`config.mk`:
```
export PLATFORM = sky130hd
export DESIGN_NAME = bf_scheme
export DESIGN_NICKNAME = d
export VERILOG_FILES = /design/src/common/bf_pkg.sv /design/src/common/bf_timer_if.sv /design/src/hdl/bf_sync.sv /design/src/hdl/bf_timer.sv /design/src/hdl/bf_scheme.sv
export VERILOG_INCLUDE_DIRS = /design/src /design/src/common
export SDC_FILE = /design/constraint.sdc
export NUM_CORES = 2
export LEC_CHECK = 0
export ABC_AREA = 1
export BUFFER_PORTS_ARGS = -buffer_cell sky130_fd_sc_hd__clkbuf_2
export CORE_MARGIN = 1.5
export CORE_UTILIZATION = 45
export DETAILED_ROUTE_END_ITERATION = 7
export GPL_TIMING_DRIVEN = 0
export PLACE_DENSITY = 0.66
export SETUP_SLACK_MARGIN = 0.15
export SYNTH_ARGS = -nofsm -noshare
export SYNTH_HDL_FRONTEND = slang
export SYNTH_SLANG_ARGS = --single-unit
export TNS_END_PERCENT = 10
```
`constraint.sdc`:
```
create_clock -name hclk -period 2.9 [get_ports hclk]
set_input_delay 0.29 -clock hclk [delete_from_list [all_inputs] [get_ports hclk]]
set_output_delay 0.29 -clock hclk [all_outputs]
set_load 0.01 [all_outputs]
```
`src/common/bf_consts.svh`:
```
/*
  Offsets, field positions, reset values and timing counts of the
  breaker failure scheme. Assumes inclusion by bare name.
*/
`ifndef BF_CONSTS_SVH
`define BF_CONSTS_SVH
`define BF_CLK_PERIOD_NS 20
`define BF_TICK_PERIOD_NS 1000000
`define BF_A_CTRL   8'h00
`define BF_A_SEL0   8'h04
`define BF_A_SEL1   8'h08
`define BF_A_DEARLY 8'h0c
`define BF_A_DMAIN  8'h10
`define BF_A_DSLOW  8'h14
`define BF_A_DLOW   8'h18
`define BF_A_DHOLD  8'h1c
`define BF_A_TGATE  8'h20
`define BF_A_THIGH  8'h24
`define BF_A_TLOW   8'h28
`define BF_A_STAT   8'h2c
`define BF_C_FUNC  0
`define BF_C_MODE  1
`define BF_C_IGATE 2
`define BF_C_LGATE 3
`define BF_C_EARLY 4
`define BF_C_MAIN  5
`define BF_C_SLOW  6
`define BF_S_3P  0
`define BF_S_PA  4
`define BF_S_BLK 16
`define BF_S_OOS 20
`define BF_S_NA  0
`define BF_S_EB  4
`define BF_S_EC  8
`define BF_S_NC  12
`define BF_RST_CTRL 7'h7c
`define BF_RST_THR  32'h041a_041a
`endif

```
`src/common/bf_pkg.sv`:
```
/*
  Types of the breaker failure scheme.
  Assumes nothing of its surroundings.
*/
`default_nettype none
package bf_pkg;
  typedef enum logic {mode_three = 1'b0, mode_single = 1'b1} pole_mode_t;
  typedef struct packed {
    logic [15:0] cnt;
    logic        done;
  } timer_state_t;
endpackage
`default_nettype wire

```
`src/common/bf_timer_if.sv`:
```
/*
  Run, delay and expiry of one path timer.
  Assumes the owner drives run and delay on hclk.
*/
`timescale 1ns/1ns
`default_nettype none
interface bf_timer_if;
  logic        run;
  logic [15:0] delay;
  logic        done;
  modport owner (output run, output delay, input done);
  modport timer (input run, input delay, output done);
endinterface
`default_nettype wire

```
`src/hdl/bf_sync.sv`:
```
/*
  Two-flop synchroniser for pin inputs.
  Assumes hclk and a clock enable shared with its user.
*/
`timescale 1ns/1ns
`default_nettype none
module bf_sync
#(
  parameter int W = 8
)
(
  input  wire logic         hclk,
  input  wire logic         hresetn,
  input  wire logic         ce,
  input  wire logic [W-1:0] d,
  output logic      [W-1:0] q
);
  typedef struct packed {
    logic [W-1:0] s1;
    logic [W-1:0] s2;
  } sync_t;
  sync_t s;
  sync_t next_s;
  always_comb
  begin
    next_s.s1 = d;
    next_s.s2 = s.s1;
  end
  always_ff @(posedge hclk or negedge hresetn)
  begin
    if (!hresetn)
      s <= '0;
    else if (ce)
      s <= next_s;
  end
  assign q = s.s2;
endmodule
`default_nettype wire

```
`src/hdl/bf_timer.sv`:
```
/*
  Millisecond pickup timer of one path.
  Assumes a one-cycle tick each millisecond and a synchronous clear.
*/
`timescale 1ns/1ns
`default_nettype none
module bf_timer
  import bf_pkg::*;
(
  input  wire logic hclk,
  input  wire logic hresetn,
  input  wire logic ce,
  input  wire logic tick,
  input  wire logic clear,
  bf_timer_if.timer tp
);
  timer_state_t s;
  timer_state_t next_s;
  always_comb
  begin
    next_s = s;
    if (clear || !tp.run)
    begin
      next_s.cnt = 16'h0000;
      next_s.done = 1'b0;
    end
    else if (s.cnt >= tp.delay)
      next_s.done = 1'b1;
    else if (tick)
      next_s.cnt = s.cnt + 16'h0001;
  end
  always_ff @(posedge hclk or negedge hresetn)
  begin
    if (!hresetn)
      s <= '0;
    else if (ce)
      s <= next_s;
  end
  assign tp.done = s.done;
  AST_TMR_RELOAD: assert property (@(posedge hclk) disable iff (!hresetn)
    (ce && !tp.run) |=> !tp.done && s.cnt == 16'h0000)
    else $error("timer kept state after run dropped");
  AST_TMR_EXPIRY: assert property (@(posedge hclk) disable iff (!hresetn)
    $rose(tp.done) |-> $past(s.cnt >= tp.delay && tp.run))
    else $error("timer expired before its delay");
endmodule
`default_nettype wire

```
`src/hdl/bf_scheme.sv`:
```
/*
  Breaker failure scheme with early, main and slow paths, AHB-Lite
  settings, re-trip, zone trip seal-in and indications.
  Assumes current magnitudes arrive on hclk and operands on pins.
*/
// Decided for this implementation: register access over AHB-Lite and the address map.
`timescale 1ns/1ns
`default_nettype none
`include "bf_consts.svh"
module bf_scheme
  import bf_pkg::*;
#(
  parameter int unsigned TICK_CYCLES = `BF_TICK_PERIOD_NS / `BF_CLK_PERIOD_NS
)
(
  input  wire logic             hclk,
  input  wire logic             hresetn,
  input  wire logic             ce,
  input  wire logic             hsel,
  input  wire logic [31:0]      haddr,
  input  wire logic [1:0]       htrans,
  input  wire logic             hwrite,
  input  wire logic [2:0]       hsize,
  input  wire logic [31:0]      hwdata,
  input  wire logic             hready,
  output logic                  hreadyout,
  output logic [31:0]           hrdata,
  output logic                  hresp,
  input  wire logic [14:0]      operand_in,
  input  wire logic [2:0][15:0] phase_mag,
  input  wire logic [15:0]      neutral_mag,
  output logic [2:0]            retrip,
  output logic [2:0]            early_fail,
  output logic [2:0]            main_fail,
  output logic [2:0]            slow_fail,
  output logic                  zone_trip_output,
  output logic                  reclose_cancel,
  output logic                  target_flag,
  output logic                  trip_led,
  output logic [2:0]            phase_led
);
  typedef struct packed {
    logic [6:0]  ctrl;
    logic [23:0] sel0;
    logic [15:0] sel1;
    logic [15:0] d_early;
    logic [15:0] d_main;
    logic [15:0] d_slow;
    logic [15:0] d_low;
    logic [15:0] d_hold;
    logic [31:0] thr_gate;
    logic [31:0] thr_high;
    logic [31:0] thr_low;
    logic        wr_pend;
    logic [7:0]  wr_addr;
    logic [31:0] hrdata;
    logic        hreadyout;
    logic [15:0] tick_cnt;
    logic        tick;
    logic [2:0]  latched;
    logic [2:0]  retrip;
    logic [2:0]  early_fail;
    logic [2:0]  main_fail;
    logic [2:0]  slow_fail;
    logic        zone;
    logic [15:0] hold_cnt;
    logic        target;
    logic [2:0]  phase_led;
  } state_t;

  state_t s;
  state_t next_s;

  logic [14:0]     op_sync;
  logic [15:0]     op;
  logic            single;
  logic            kill;
  logic            oos;
  logic            any_fail;
  logic            gate3;
  logic            high3;
  logic            low3;
  logic [2:0]      pg_hit;
  logic [2:0]      ph_hit;
  logic [2:0]      pl_hit;
  logic [2:0]      start;
  logic [2:0]      gate;
  logic [2:0]      high;
  logic [2:0]      low;
  logic [2:0]      aux_e;
  logic [2:0]      aux_s;
  logic [2:0]      accepted;
  logic [2:0]      active;
  logic [2:0]      detect;
  logic [2:0]      latch_n;
  logic [2:0]      early_n;
  logic [2:0]      main_n;
  logic [2:0]      slow_n;
  logic [2:0][4:0] tdone;

  bf_sync #(.W(15)) u_sync
  (
    .hclk    (hclk),
    .hresetn (hresetn),
    .ce      (ce),
    .d       (operand_in),
    .q       (op_sync)
  );

  // operand index 0 is the constant off operand
  assign op     = {op_sync, 1'b0};
  assign single = (pole_mode_t'(s.ctrl[`BF_C_MODE]) == mode_single);
  assign kill   = !s.ctrl[`BF_C_FUNC] || op[s.sel0[`BF_S_BLK +: 4]];
  assign oos    = op[s.sel0[`BF_S_OOS +: 4]];
  // neutral counts only in three-pole mode
  assign gate3  = (|pg_hit) || (neutral_mag > s.thr_gate[31:16]);
  assign high3  = (|ph_hit) || (neutral_mag > s.thr_high[31:16]);
  assign low3   = (|pl_hit) || (neutral_mag > s.thr_low[31:16]);

  bf_timer_if tif [15] ();

  genvar p;
  genvar k;
  generate
    for (p = 0; p < 3; p++)
    begin : g_pole
      localparam int AE = (p == 0) ? `BF_S_NA : (p == 1) ? `BF_S_EB : `BF_S_EC;
      localparam int AS = (p == 0) ? `BF_S_NA : (p == 1) ? `BF_S_EB : `BF_S_NC;
      localparam int SP = `BF_S_PA + 4 * p;
      assign pg_hit[p] = phase_mag[p] > s.thr_gate[15:0];
      assign ph_hit[p] = phase_mag[p] > s.thr_high[15:0];
      assign pl_hit[p] = phase_mag[p] > s.thr_low[15:0];
      if (p == 0)
      begin : g_lead
        assign start[p] = single ? op[s.sel0[SP +: 4]] : op[s.sel0[`BF_S_3P +: 4]];
        assign gate[p]  = single ? pg_hit[p] : gate3;
        assign high[p]  = single ? ph_hit[p] : high3;
        assign low[p]   = single ? pl_hit[p] : low3;
      end
      else
      begin : g_side
        assign start[p] = single && op[s.sel0[SP +: 4]];
        assign gate[p]  = pg_hit[p];
        assign high[p]  = ph_hit[p];
        assign low[p]   = pl_hit[p];
      end
      assign aux_e[p]    = op[s.sel1[AE +: 4]];
      assign aux_s[p]    = op[s.sel1[AS +: 4]];
      assign accepted[p] = !kill && start[p] && (!s.ctrl[`BF_C_IGATE] || gate[p]);
      assign active[p]   = accepted[p] || (!kill && s.latched[p]);
      assign latch_n[p]  = active[p] && (!s.ctrl[`BF_C_LGATE] || gate[p]);
      assign tif[p*5+0].run   = active[p] && s.ctrl[`BF_C_EARLY];
      assign tif[p*5+0].delay = s.d_early;
      assign tif[p*5+1].run   = active[p] && s.ctrl[`BF_C_MAIN];
      assign tif[p*5+1].delay = s.d_main;
      assign tif[p*5+2].run   = active[p] && s.ctrl[`BF_C_SLOW] && aux_s[p] && !oos;
      assign tif[p*5+2].delay = s.d_slow;
      // low stage timer starts once the early or main timer has expired
      assign tif[p*5+3].run   = active[p] && (tdone[p][0] || tdone[p][1]);
      assign tif[p*5+3].delay = s.d_low;
      assign tif[p*5+4].run   = 1'b0;
      assign tif[p*5+4].delay = 16'h0000;
      assign detect[p] = ((tdone[p][0] || tdone[p][1]) && high[p])
                       || (tdone[p][3] && low[p]);
      assign early_n[p] = !kill && tdone[p][0] && aux_e[p] && detect[p];
      assign main_n[p]  = !kill && tdone[p][1] && detect[p];
      assign slow_n[p]  = !kill && tdone[p][2];
      for (k = 0; k < 5; k++)
      begin : g_tmr
        if (k < 4)
        begin : g_used
          bf_timer u_tmr
          (
            .hclk    (hclk),
            .hresetn (hresetn),
            .ce      (ce),
            .tick    (s.tick),
            .clear   (kill),
            .tp      (tif[p*5+k])
          );
          assign tdone[p][k] = tif[p*5+k].done;
        end
        else
        begin : g_spare
          assign tif[p*5+k].done = 1'b0;
          assign tdone[p][k] = tif[p*5+k].done;
        end
      end
    end
  endgenerate

  assign any_fail = |(s.early_fail | s.main_fail | s.slow_fail);

  function automatic logic [31:0] reg_read(input state_t x, input logic [7:0] a);
    logic [31:0] r;
    r = 32'h0000_0000;
    case (a)
      `BF_A_CTRL:   r = {25'h0, x.ctrl};
      `BF_A_SEL0:   r = {8'h00, x.sel0};
      `BF_A_SEL1:   r = {16'h0000, x.sel1};
      `BF_A_DEARLY: r = {16'h0000, x.d_early};
      `BF_A_DMAIN:  r = {16'h0000, x.d_main};
      `BF_A_DSLOW:  r = {16'h0000, x.d_slow};
      `BF_A_DLOW:   r = {16'h0000, x.d_low};
      `BF_A_DHOLD:  r = {16'h0000, x.d_hold};
      `BF_A_TGATE:  r = x.thr_gate;
      `BF_A_THIGH:  r = x.thr_high;
      `BF_A_TLOW:   r = x.thr_low;
      `BF_A_STAT:   r = {15'h0, x.retrip, x.slow_fail, x.main_fail,
                         x.early_fail, x.zone, x.phase_led, x.target};
      default:      r = 32'h0000_0000;
    endcase
    return r;
  endfunction

  always_comb
  begin
    next_s = s;
    // millisecond tick
    if (s.tick_cnt >= 16'(TICK_CYCLES - 1))
    begin
      next_s.tick_cnt = 16'h0000;
      next_s.tick = 1'b1;
    end
    else
    begin
      next_s.tick_cnt = s.tick_cnt + 16'h0001;
      next_s.tick = 1'b0;
    end
    // data phase of a write
    if (s.wr_pend)
    begin
      case (s.wr_addr)
        `BF_A_CTRL:   next_s.ctrl = hwdata[6:0];
        `BF_A_SEL0:   next_s.sel0 = hwdata[23:0];
        `BF_A_SEL1:   next_s.sel1 = hwdata[15:0];
        `BF_A_DEARLY: next_s.d_early = hwdata[15:0];
        `BF_A_DMAIN:  next_s.d_main = hwdata[15:0];
        `BF_A_DSLOW:  next_s.d_slow = hwdata[15:0];
        `BF_A_DLOW:   next_s.d_low = hwdata[15:0];
        `BF_A_DHOLD:  next_s.d_hold = hwdata[15:0];
        `BF_A_TGATE:  next_s.thr_gate = hwdata;
        `BF_A_THIGH:  next_s.thr_high = hwdata;
        `BF_A_TLOW:   next_s.thr_low = hwdata;
        `BF_A_STAT:
        begin
          next_s.target = s.target && !hwdata[0];
          next_s.phase_led = s.phase_led & ~hwdata[3:1];
        end
        default:      next_s.ctrl = s.ctrl;
      endcase
    end
    // scheme state; sets follow the clears so a set wins
    next_s.latched = latch_n;
    next_s.retrip = active;
    next_s.early_fail = early_n;
    next_s.main_fail = main_n;
    next_s.slow_fail = slow_n;
    if (kill)
    begin
      next_s.zone = 1'b0;
      next_s.hold_cnt = 16'h0000;
      next_s.target = 1'b0;
      next_s.phase_led = 3'h0;
    end
    else
    begin
      if (any_fail)
      begin
        next_s.zone = 1'b1;
        next_s.hold_cnt = 16'h0000;
        next_s.target = 1'b1;
      end
      else if (s.zone)
      begin
        if (s.hold_cnt >= s.d_hold)
          next_s.zone = 1'b0;
        else if (s.tick)
          next_s.hold_cnt = s.hold_cnt + 16'h0001;
      end
      if (single)
        next_s.phase_led = next_s.phase_led
                         | s.early_fail | s.main_fail | s.slow_fail;
    end
    // address phase; reads see a write landing in the same cycle
    next_s.wr_pend = 1'b0;
    if (hsel && htrans[1] && hready)
    begin
      next_s.wr_pend = hwrite;
      next_s.wr_addr = haddr[7:0];
      if (!hwrite)
        next_s.hrdata = reg_read(next_s, haddr[7:0]);
    end
  end

  always_ff @(posedge hclk or negedge hresetn)
  begin
    if (!hresetn)
    begin
      s <= '0;
      s.ctrl <= `BF_RST_CTRL;
      s.thr_gate <= `BF_RST_THR;
      s.thr_high <= `BF_RST_THR;
      s.thr_low <= `BF_RST_THR;
      s.hreadyout <= 1'b1;
    end
    else if (ce)
      s <= next_s;
  end

  assign hreadyout        = s.hreadyout;
  assign hrdata           = s.hrdata;
  assign hresp            = s.wr_pend && 1'b0;
  assign retrip           = s.retrip;
  assign early_fail       = s.early_fail;
  assign main_fail        = s.main_fail;
  assign slow_fail        = s.slow_fail;
  assign zone_trip_output = s.zone;
  assign reclose_cancel   = s.zone;
  assign target_flag      = s.target;
  assign trip_led         = s.target;
  assign phase_led        = s.phase_led;

  AST_KILL_QUIET: assert property (@(posedge hclk) disable iff (!hresetn)
    (ce && kill) |=> (retrip == 3'h0 && !zone_trip_output && !target_flag))
    else $error("outputs active while scheme disabled or blocked");
  AST_RETRIP_NOW: assert property (@(posedge hclk) disable iff (!hresetn)
    (ce && accepted[0]) |=> retrip[0])
    else $error("accepted initiate gave no re-trip");
  AST_INIT_GATE: assert property (@(posedge hclk) disable iff (!hresetn)
    (ce && !kill && start[0] && s.ctrl[`BF_C_IGATE] && !gate[0] && !s.latched[0])
    |=> !retrip[0])
    else $error("initiate accepted below gate threshold");
  AST_SLOW_BLOCK: assert property (@(posedge hclk) disable iff (!hresetn)
    $rose(slow_fail[0]) |-> $past(!oos && aux_s[0] && s.ctrl[`BF_C_SLOW]))
    else $error("slow path failed while out of service or disabled");
  AST_MAIN_EN: assert property (@(posedge hclk) disable iff (!hresetn)
    $rose(main_fail[0]) |-> $past(s.ctrl[`BF_C_MAIN]))
    else $error("disabled main path declared failure");
  AST_EARLY_AUX: assert property (@(posedge hclk) disable iff (!hresetn)
    $rose(early_fail[0]) |-> $past(aux_e[0] && detect[0]))
    else $error("early failure without aux contact and current");
  AST_ZONE_SET: assert property (@(posedge hclk) disable iff (!hresetn)
    (ce && any_fail && !kill) |=> zone_trip_output && reclose_cancel)
    else $error("failure without zone trip");
  AST_ZONE_HOLD: assert property (@(posedge hclk) disable iff (!hresetn)
    $fell(zone_trip_output) |-> $past(kill || (!any_fail && s.hold_cnt >= s.d_hold)))
    else $error("zone trip dropped before hold time");
  AST_SIDE_IDLE: assert property (@(posedge hclk) disable iff (!hresetn)
    (ce && !single && !s.latched[2]) |=> !retrip[2])
    else $error("pole C active in three-pole mode");
endmodule
`default_nettype wire

```
; ---- Word-level counts from Yosys, hierarchy flattened
; Cells that the tools add are included.
[word_totals]
regBits = 551
output_inout_bits = 53
latch_bits = 0
ramBits = 0
wordCells = 409
input_bits = 154
mem_count = 0
rom_bits = 0
[op_classes]
muxes = 98
addsub = 14
shift = 0
eq_ne = 35
n_reduce_logical = 167
mul = 0
bitwise_logic = 8
n_lt_le_gt_ge = 36
n_div = 0
[ops]
columns = op, n
row1 = 16-bit two-way mux, 32
row2 = 32-bit case mux with 12 select lines, 1
row3 = 17-bit two-way mux, 15
row4 = 16-bit by 1-bit adder with 16-bit output (second input constant), 14
row5 = 223-bit two-way mux, 1
row6 = 16-bit greater-or-equal comparator, 13
row7 = 16-bit greater-than comparator, 12
row8 = 32-bit two-way mux, 4
row9 = 8-bit by 5-bit == test with 1-bit output (second input constant), 8
row10 = 8-bit by 6-bit == test with 1-bit output (second input constant), 8
row11 = 1-bit logical AND, 59
row12 = 4-bit by 5-bit < comparator with 1-bit output (second input constant), 10
row13 = 2-bit nonzero test, 24
row14 = 41-bit two-way mux, 1
row15 = 1-bit binary-select mux with 4-bit select, 10
row16 = 3-bit AND reduction, 13
row17 = 8-bit by 4-bit == test with 1-bit output (second input constant), 4
row18 = 1-bit logical OR, 31
row19 = 1-bit two-way mux, 28
row20 = 2-bit AND reduction, 13
row21 = 24-bit two-way mux, 1
row22 = 2-bit by 1-bit inequality test with 1-bit output (second input constant), 12
row23 = 21-bit two-way mux, 1
row24 = 1-bit zero test, 18
row25 = 14 further kinds, 25

; ---- Longest topological paths before layout
[logic_depth]
word_depth = 14
mapped_depth = 23
ltp_nobuf = 22

; ---- Cells and area by module
; From an unflattened synthesis, not the netlist that was laid out.
[unflattened]
cells_unflattened = 6088
hier_area_um2 = 43012.5
[by_module_without_submodules]
columns = module, instances, cells_per_inst, area_per_inst_um2
row1 = bf_scheme, 1, 3234, 22944.5
row2 = bf_timer (g_pole[1].g_tmr[1].g_used.u_tmr ...), 6, 230, 1589.0
row3 = bf_timer (g_pole[0].g_tmr[0].g_used.u_tmr ...), 5, 224, 1572.8
row4 = bf_timer (g_pole[2].g_tmr[3].g_used.u_tmr), 1, 227, 1547.7
row5 = bf_sync, 1, 127, 1122.3

; ---- Least setup slack after synthesis
; OpenSTA, ideal clock, no wires.
[synth_path]
path_kind = reg2reg
start = reg s[169] in the netlist's numbering
end = reg g_pole[2].g_tmr[3].g_used.u_tmr.s[13] in the netlist's numbering
setup_ns = 0.117
path_stages_with_launch = 17
t_arrival_ns = 2.271
setup_slack_ns = 0.511
required_time_ns = 2.783
synth_period_minus_slack_ns = 2.389
path_cell_list = dfstp_2 -> inv_1 -> ha_1 -> nand4_1 -> nor3_1 -> nand2_1 -> nand2_1 -> nand2_1 -> nand2_1 -> nand2_1 -> a21oi_4 -> o21ai_4 -> nand2_4 -> nand2_4 -> buf_6 -> nand3b_2 -> nand2_1
[synth_via]
elab_chain_cells = 9
elab_cells_between_ends = 11
[synth_lines]
columns = item, line
row1 = from (decl), bf_scheme.sv:71  ; state_t s;
row2 = from (signal assigned), bf_scheme.sv:308  ; s <= next_s;
row3 = 16-bit greater-than comparator *, bf_scheme.sv:130  ; assign pg_hit[p] = phase_mag[p] > s.thr_gate[15:0];
row4 = 1-bit logical OR *, bf_scheme.sv:149  ; assign accepted[p] = !kill && start[p] && (!s.ctrl[`BF_C_IGATE] || gate[p]);
row5 = 1-bit logical AND *, bf_scheme.sv:149
row6 = 1-bit logical OR *, bf_scheme.sv:150  ; assign active[p] = accepted[p] || (!kill && s.latched[p]);
row7 = 1-bit logical AND *, bf_scheme.sv:159  ; assign tif[p*5+3].run = active[p] && (tdone[p][0] || tdone[p][1]);
row8 = 1-bit zero test *, bf_timer.sv:22  ; if (clear || !tp.run)
row9 = 1-bit logical OR *, bf_timer.sv:22
row10 = 2-bit by 1-bit inequality test with 1-bit output (no source line) / 2-bit nonzero test (equally long branches), --
row11 = 3-bit AND reduction (no source line), --
row12 = to (signal assigned), bf_timer.sv:37  ; s <= next_s;
row13 = to (decl), bf_timer.sv:17  ; timer_state_t s;
; Mark *: on every way between the ends. The rest lies on a longest branch, timed or not.
; A chain may end at the register's enable or synchronous reset.

; ---- Worst setup path in the final report
[layout_path]
start = reg u_sync.s (netlist bit u_sync.q[10])
end = reg g_pole[2].g_tmr[3].g_used.u_tmr.s[13] in the netlist's numbering
[layout_via]
elab_chain_cells = 12
elab_cells_between_ends = 18
[layout_lines]
columns = item, line
row1 = from (decl), bf_sync.sv:22  ; sync_t s;
row2 = from (signal assigned), bf_sync.sv:34  ; s <= next_s;
row3 = 1-bit binary-select mux with 4-bit select, bf_scheme.sv:113  ; assign kill = !s.ctrl[`BF_C_FUNC] || op[s.sel0[`BF_S_BLK +: 4]];
row4 = 1-bit two-way mux, bf_scheme.sv:113
row5 = 1-bit logical OR, bf_scheme.sv:113
row6 = 1-bit zero test, "bf_scheme.sv:149, bf_scheme.sv:150"
row7 = 1-bit logical AND (2 in a row), bf_scheme.sv:149
row8 = 1-bit logical OR, bf_scheme.sv:150
row9 = 1-bit logical AND, bf_scheme.sv:159
row10 = 1-bit zero test, bf_timer.sv:22
row11 = 1-bit logical OR *, bf_timer.sv:22
row12 = 2-bit by 1-bit inequality test with 1-bit output (no source line) / 2-bit nonzero test (equally long branches), --
row13 = 3-bit AND reduction (no source line), --
; Mark *: on every way between the ends. The rest lies on a longest branch, timed or not. The select of a mux whose other input is x is not followed.

==> metrics <==
total power=roughly 0.022 W; Reg2Reg Depth=14; max incr delay on CP=between 0.4 and 0.5 ns; ys flop type=dfrtp_1; Die Area=between 80,000 and 90,000 um2; part of the cycle the worst path needs=103%; Die Span X=approximately 300 um; final global-route overflow total=0; Comb power frac=between 20 and 25%; final WL=approximately 150 mm; drt drc=0; fin util=52.6%; FF/Latch Area=around 14,000 um2; clock skew=about 0.020 ns; top cell type by total area after synthesis=dfrtp_1; Seq pwr share=about two fifths; Final Max Tran Viols=0; part of the power in the clock network=39.9%; Hold Slack=0.0385 ns; final worst slack=-0.0849 ns; Post-synth EDFFs=0; Longest Clk Path Bufs=3; Tightest Pin Transition=1.46 ns; number of port buffers=166; setup violators final=30; CP Launch Type=flop; Critical R2R Launch=u_sync.q[10]$_DFFE_PN0P_; # IOs=a little over 200; largest net degree at the start of global routing=about 110; Worst Setup End Kind=flop; CP most frequent cell=nand3_1; CTS root buf=clkbuf_16; core area=roughly 87,000 um2; post-placement cell count=between 6,000 and 7,000; Detail Route Antenna Nets=0; worst IR drop on VDD=~0.00039 V; CTS Sinks=roughly 550; initial core utilization=a little under half; Die Height=around 300 um; Final Hold Viols=0; Placer Congestion=1.08; crit path time final=just under 3 ns; vias in the first global route=between 30,000 and 40,000; NetSw=0.00705 W; fraction of layout cells with a size suffix above 1=11.5%; number of buffers created by CTS=between 60 and 70; Crit. Startpoint=u_sync.q[10]$_DFFE_PN0P_; Sw Share=32.6%; post-synthesis cell type count=62; asr flop ratio synth=100%; DP HPWL=roughly 120 mm; commonest cells after routing, fill and taps aside=1,306 x nand2_1, 573 x o21ai_0, 521 x dfrtp_1; multi-input logic area=between 20,000 and 25,000 um2; H-tree level count=3; Fmax=between 300 and 400 MHz; Critical Path Sink=g_pole[2].g_tmr[3].g_used.u_tmr.s[13]$_DFFE_PN0P_; RSZ-0062 raised after global routing=yes; commonest non-fill, non-tap cell in the layout=nand2_1; top post-synthesis cells by area=dfrtp_1 33%, ha_1 13%, nand2_1 13%; antenna violations before repair=5; reg2reg end=g_pole[2].g_tmr[3].g_used.u_tmr.s[13]$_DFFE_PN0P_; Critical Path AT=3.49 ns; FF-to-FF setup slack=-0.08 ns; flops & latches, synth=551; Pleak=approximately 22 nW; layout net count=between 6,000 and 7,000; drt initial violations=between 4,000 and 5,000; outcome=complete, but fails checks; global-route wire length before repair=227 mm; origin of the worst min-delay path=haddr[3]; synthesized area=just under 40,000 um2; share of the synthesized area in the top cell type=32.9%; post-synthesis area per instance=approximately 7.3 um2; PwrDens=around 470 nW/um2; post-DR wirelength/cell=~22 um; failing checks=setup timing; Worst-Skew Late Latency=0.62 ns; slew margin rel.=approximately 2.6%; Pre-antenna DRT Iters=6; Area Overhead vs Synth=15.4%; Seq/Total Area, Yosys=34.8%; Non-Filler Instances=just under 7,000; Fill cells=about 8,600; TritonCTS clock tree=built; min-delay worst type=primary input to flop; slowest library cell on the worst path=clkbuf_1; worst path cell trace=clkbuf_1, o21ai_0, nand3_1, nand3_1, a21oi_1, nand2_2, a21oi_4, buf_6, o21ai_4, nand2_4, nand2_8, buf_8, nand3b_4, nand2_1; crit path max fanout=9; Vias/cell=5.75; Global Route Usage Sum=between 30% and 40%; final setup TNS=-0.994 ns; internal power=approximately 0.015 W; CP required=3.40 ns; syn_nets=6,003; row count=108; Syn Inst Count=about 5,400; Synth Warn #=0; clk slew on worst S/H paths=~0.060 ns; total vias in the final route=39,900; Max Cap Violations=0; crit path kind=flop to flop
-- critical path: cells and delay by family (launching register included) --
kind,cells,cell delay [ns]
simple gates,7,0.70
flops,1,0.32
compound gates,4,1.05
buf+inv,3,0.79
-- cells in the mapped netlist (all sizes together), types with 2 or more instances --
cell type,instances
xor2,80
inv,518
a21oi,345
nor2,440
dfrtp,522
buf,111
o31ai,5
nand3b,3
clkbuf,141
nand2,1376
xnor2,29
o21bai,3
o21ai,701
o2111ai,4
nor3,128
o221ai,6
a21o,7
nor3b,4
a31oi,9
dfstp,29
nor4,25
a211oi,5
clkinv,2
o211ai,19
or2,17
ha,414
nand4,70
and3,4
nand3,318
o21a,11
conb,2
o22ai,80
-- through the flow --
stage,cell area [um2],setup WS (ns)
floorplan,39700,0.511
CTS,45300,-0.0280
global placement,42000,-12.08
finish,45800,-0.0849
detailed placement,42100,-0.755
global route,45800,-0.101
-- per-layer routing --
layer  wire length (um)  vias up  GRT usage, %  part of all wire, %
met4               8890        6          17.0                  5.8
li1                   -    18800             -                    -
met1              63500    18900          44.4                   41
met2              67800     1775          52.4                   44
met3              12900      411          5.40                  8.4
met5                 37        -             0                0.024
-- how the worst min path moves through the flow --
| stage | to | slack [ns] | cells past startpoint |
|---|---|---|---|
| after CTS | s[94]$_DFFE_PN0P_ | 0.02 | 3 |
| after global placement | u_sync.next_s[7]$_DFFE_PN0P_ | 0.46 | 2 |
| final | s[89]$_DFFE_PN0P_ | 0.04 | 3 |
| after detailed placement | u_sync.next_s[12]$_DFFE_PN0P_ | 0.46 | 2 |
| after global routing | s[94]$_DFFE_PN0P_ | 0.05 | 3 |
| after floorplan | early_fail[0]$_DFFE_PN0P_ | -0.006 | 0 |
-- flip-flops by register name, indices dropped and copies added, names as in the netlist --
register and flops:
early_fail 3, g_pole.g_tmr.g_used.u_tmr.s 192, g_pole.g_tmr.g_used.u_tmr.tp.done 12, hrdata 32, main_fail 3, phase_led 3, reclose_cancel 1, retrip 3
s 204, slow_fail 3, target_flag 1, tif.delay 64, u_sync.next_s 15, u_sync.q 15
-- power by group through the flow --
stage | sequential, W | combinational, W | clock (W)
final | 0.00853 | 0.00447 | 0.00862
after global placement | 0.00863 | 0.00403 | 0
after detailed placement | 0.00862 | 0.00414 | 0
after global routing | 0.00856 | 0.00495 | 0.00899
after floorplan | 0.00848 | 0.00262 | 0
after CTS | 0.00850 | 0.00430 | 0.00870
-- logic make-up (layout without fill, tap and decap cells) --
| family | after synthesis | after routing | synth area share [%] |
|---|---|---|---|
| other cells | 2 | 4 | 0.0189 |
| buf+inv | 772 | 1118 | 8.22 |
| simple gates | 2385 | 2386 | 25.3 |
| mux | 1 | 1 | 0.0252 |
| flops | 551 | 551 | 34.8 |
| xor+xnor | 109 | 109 | 2.41 |
| fa+ha+maj | 414 | 414 | 13.1 |
| compound gates | 1201 | 1202 | 16.1 |
-- area by class of cell --
cell class | instances | area share, %
multi-input cells | 4114 | 51.0
flip-flops and latches | 551 | 30.2
inverters | 520 | 4.34
clock buffers | 95 | 4.25
repair buffers | 228 | 3.45
well taps | 1155 | 3.16
plain buffers | 252 | 3.09
clock inverters | 23 | 0.495
diodes | 2 | 0.0109
-- what timing repair did --
item | in CTS | in global routing
gates cloned | 5 | 4
buffers inserted | 20 | 7
hold buffers | 23 | 0
gates resized for setup | 204 | 131
pin swaps | 35 | 41
setup endpoints to repair | 273 | 249
endpoints found under the hold margin | 120 | 0
Power figures use the tool's default switching activity.
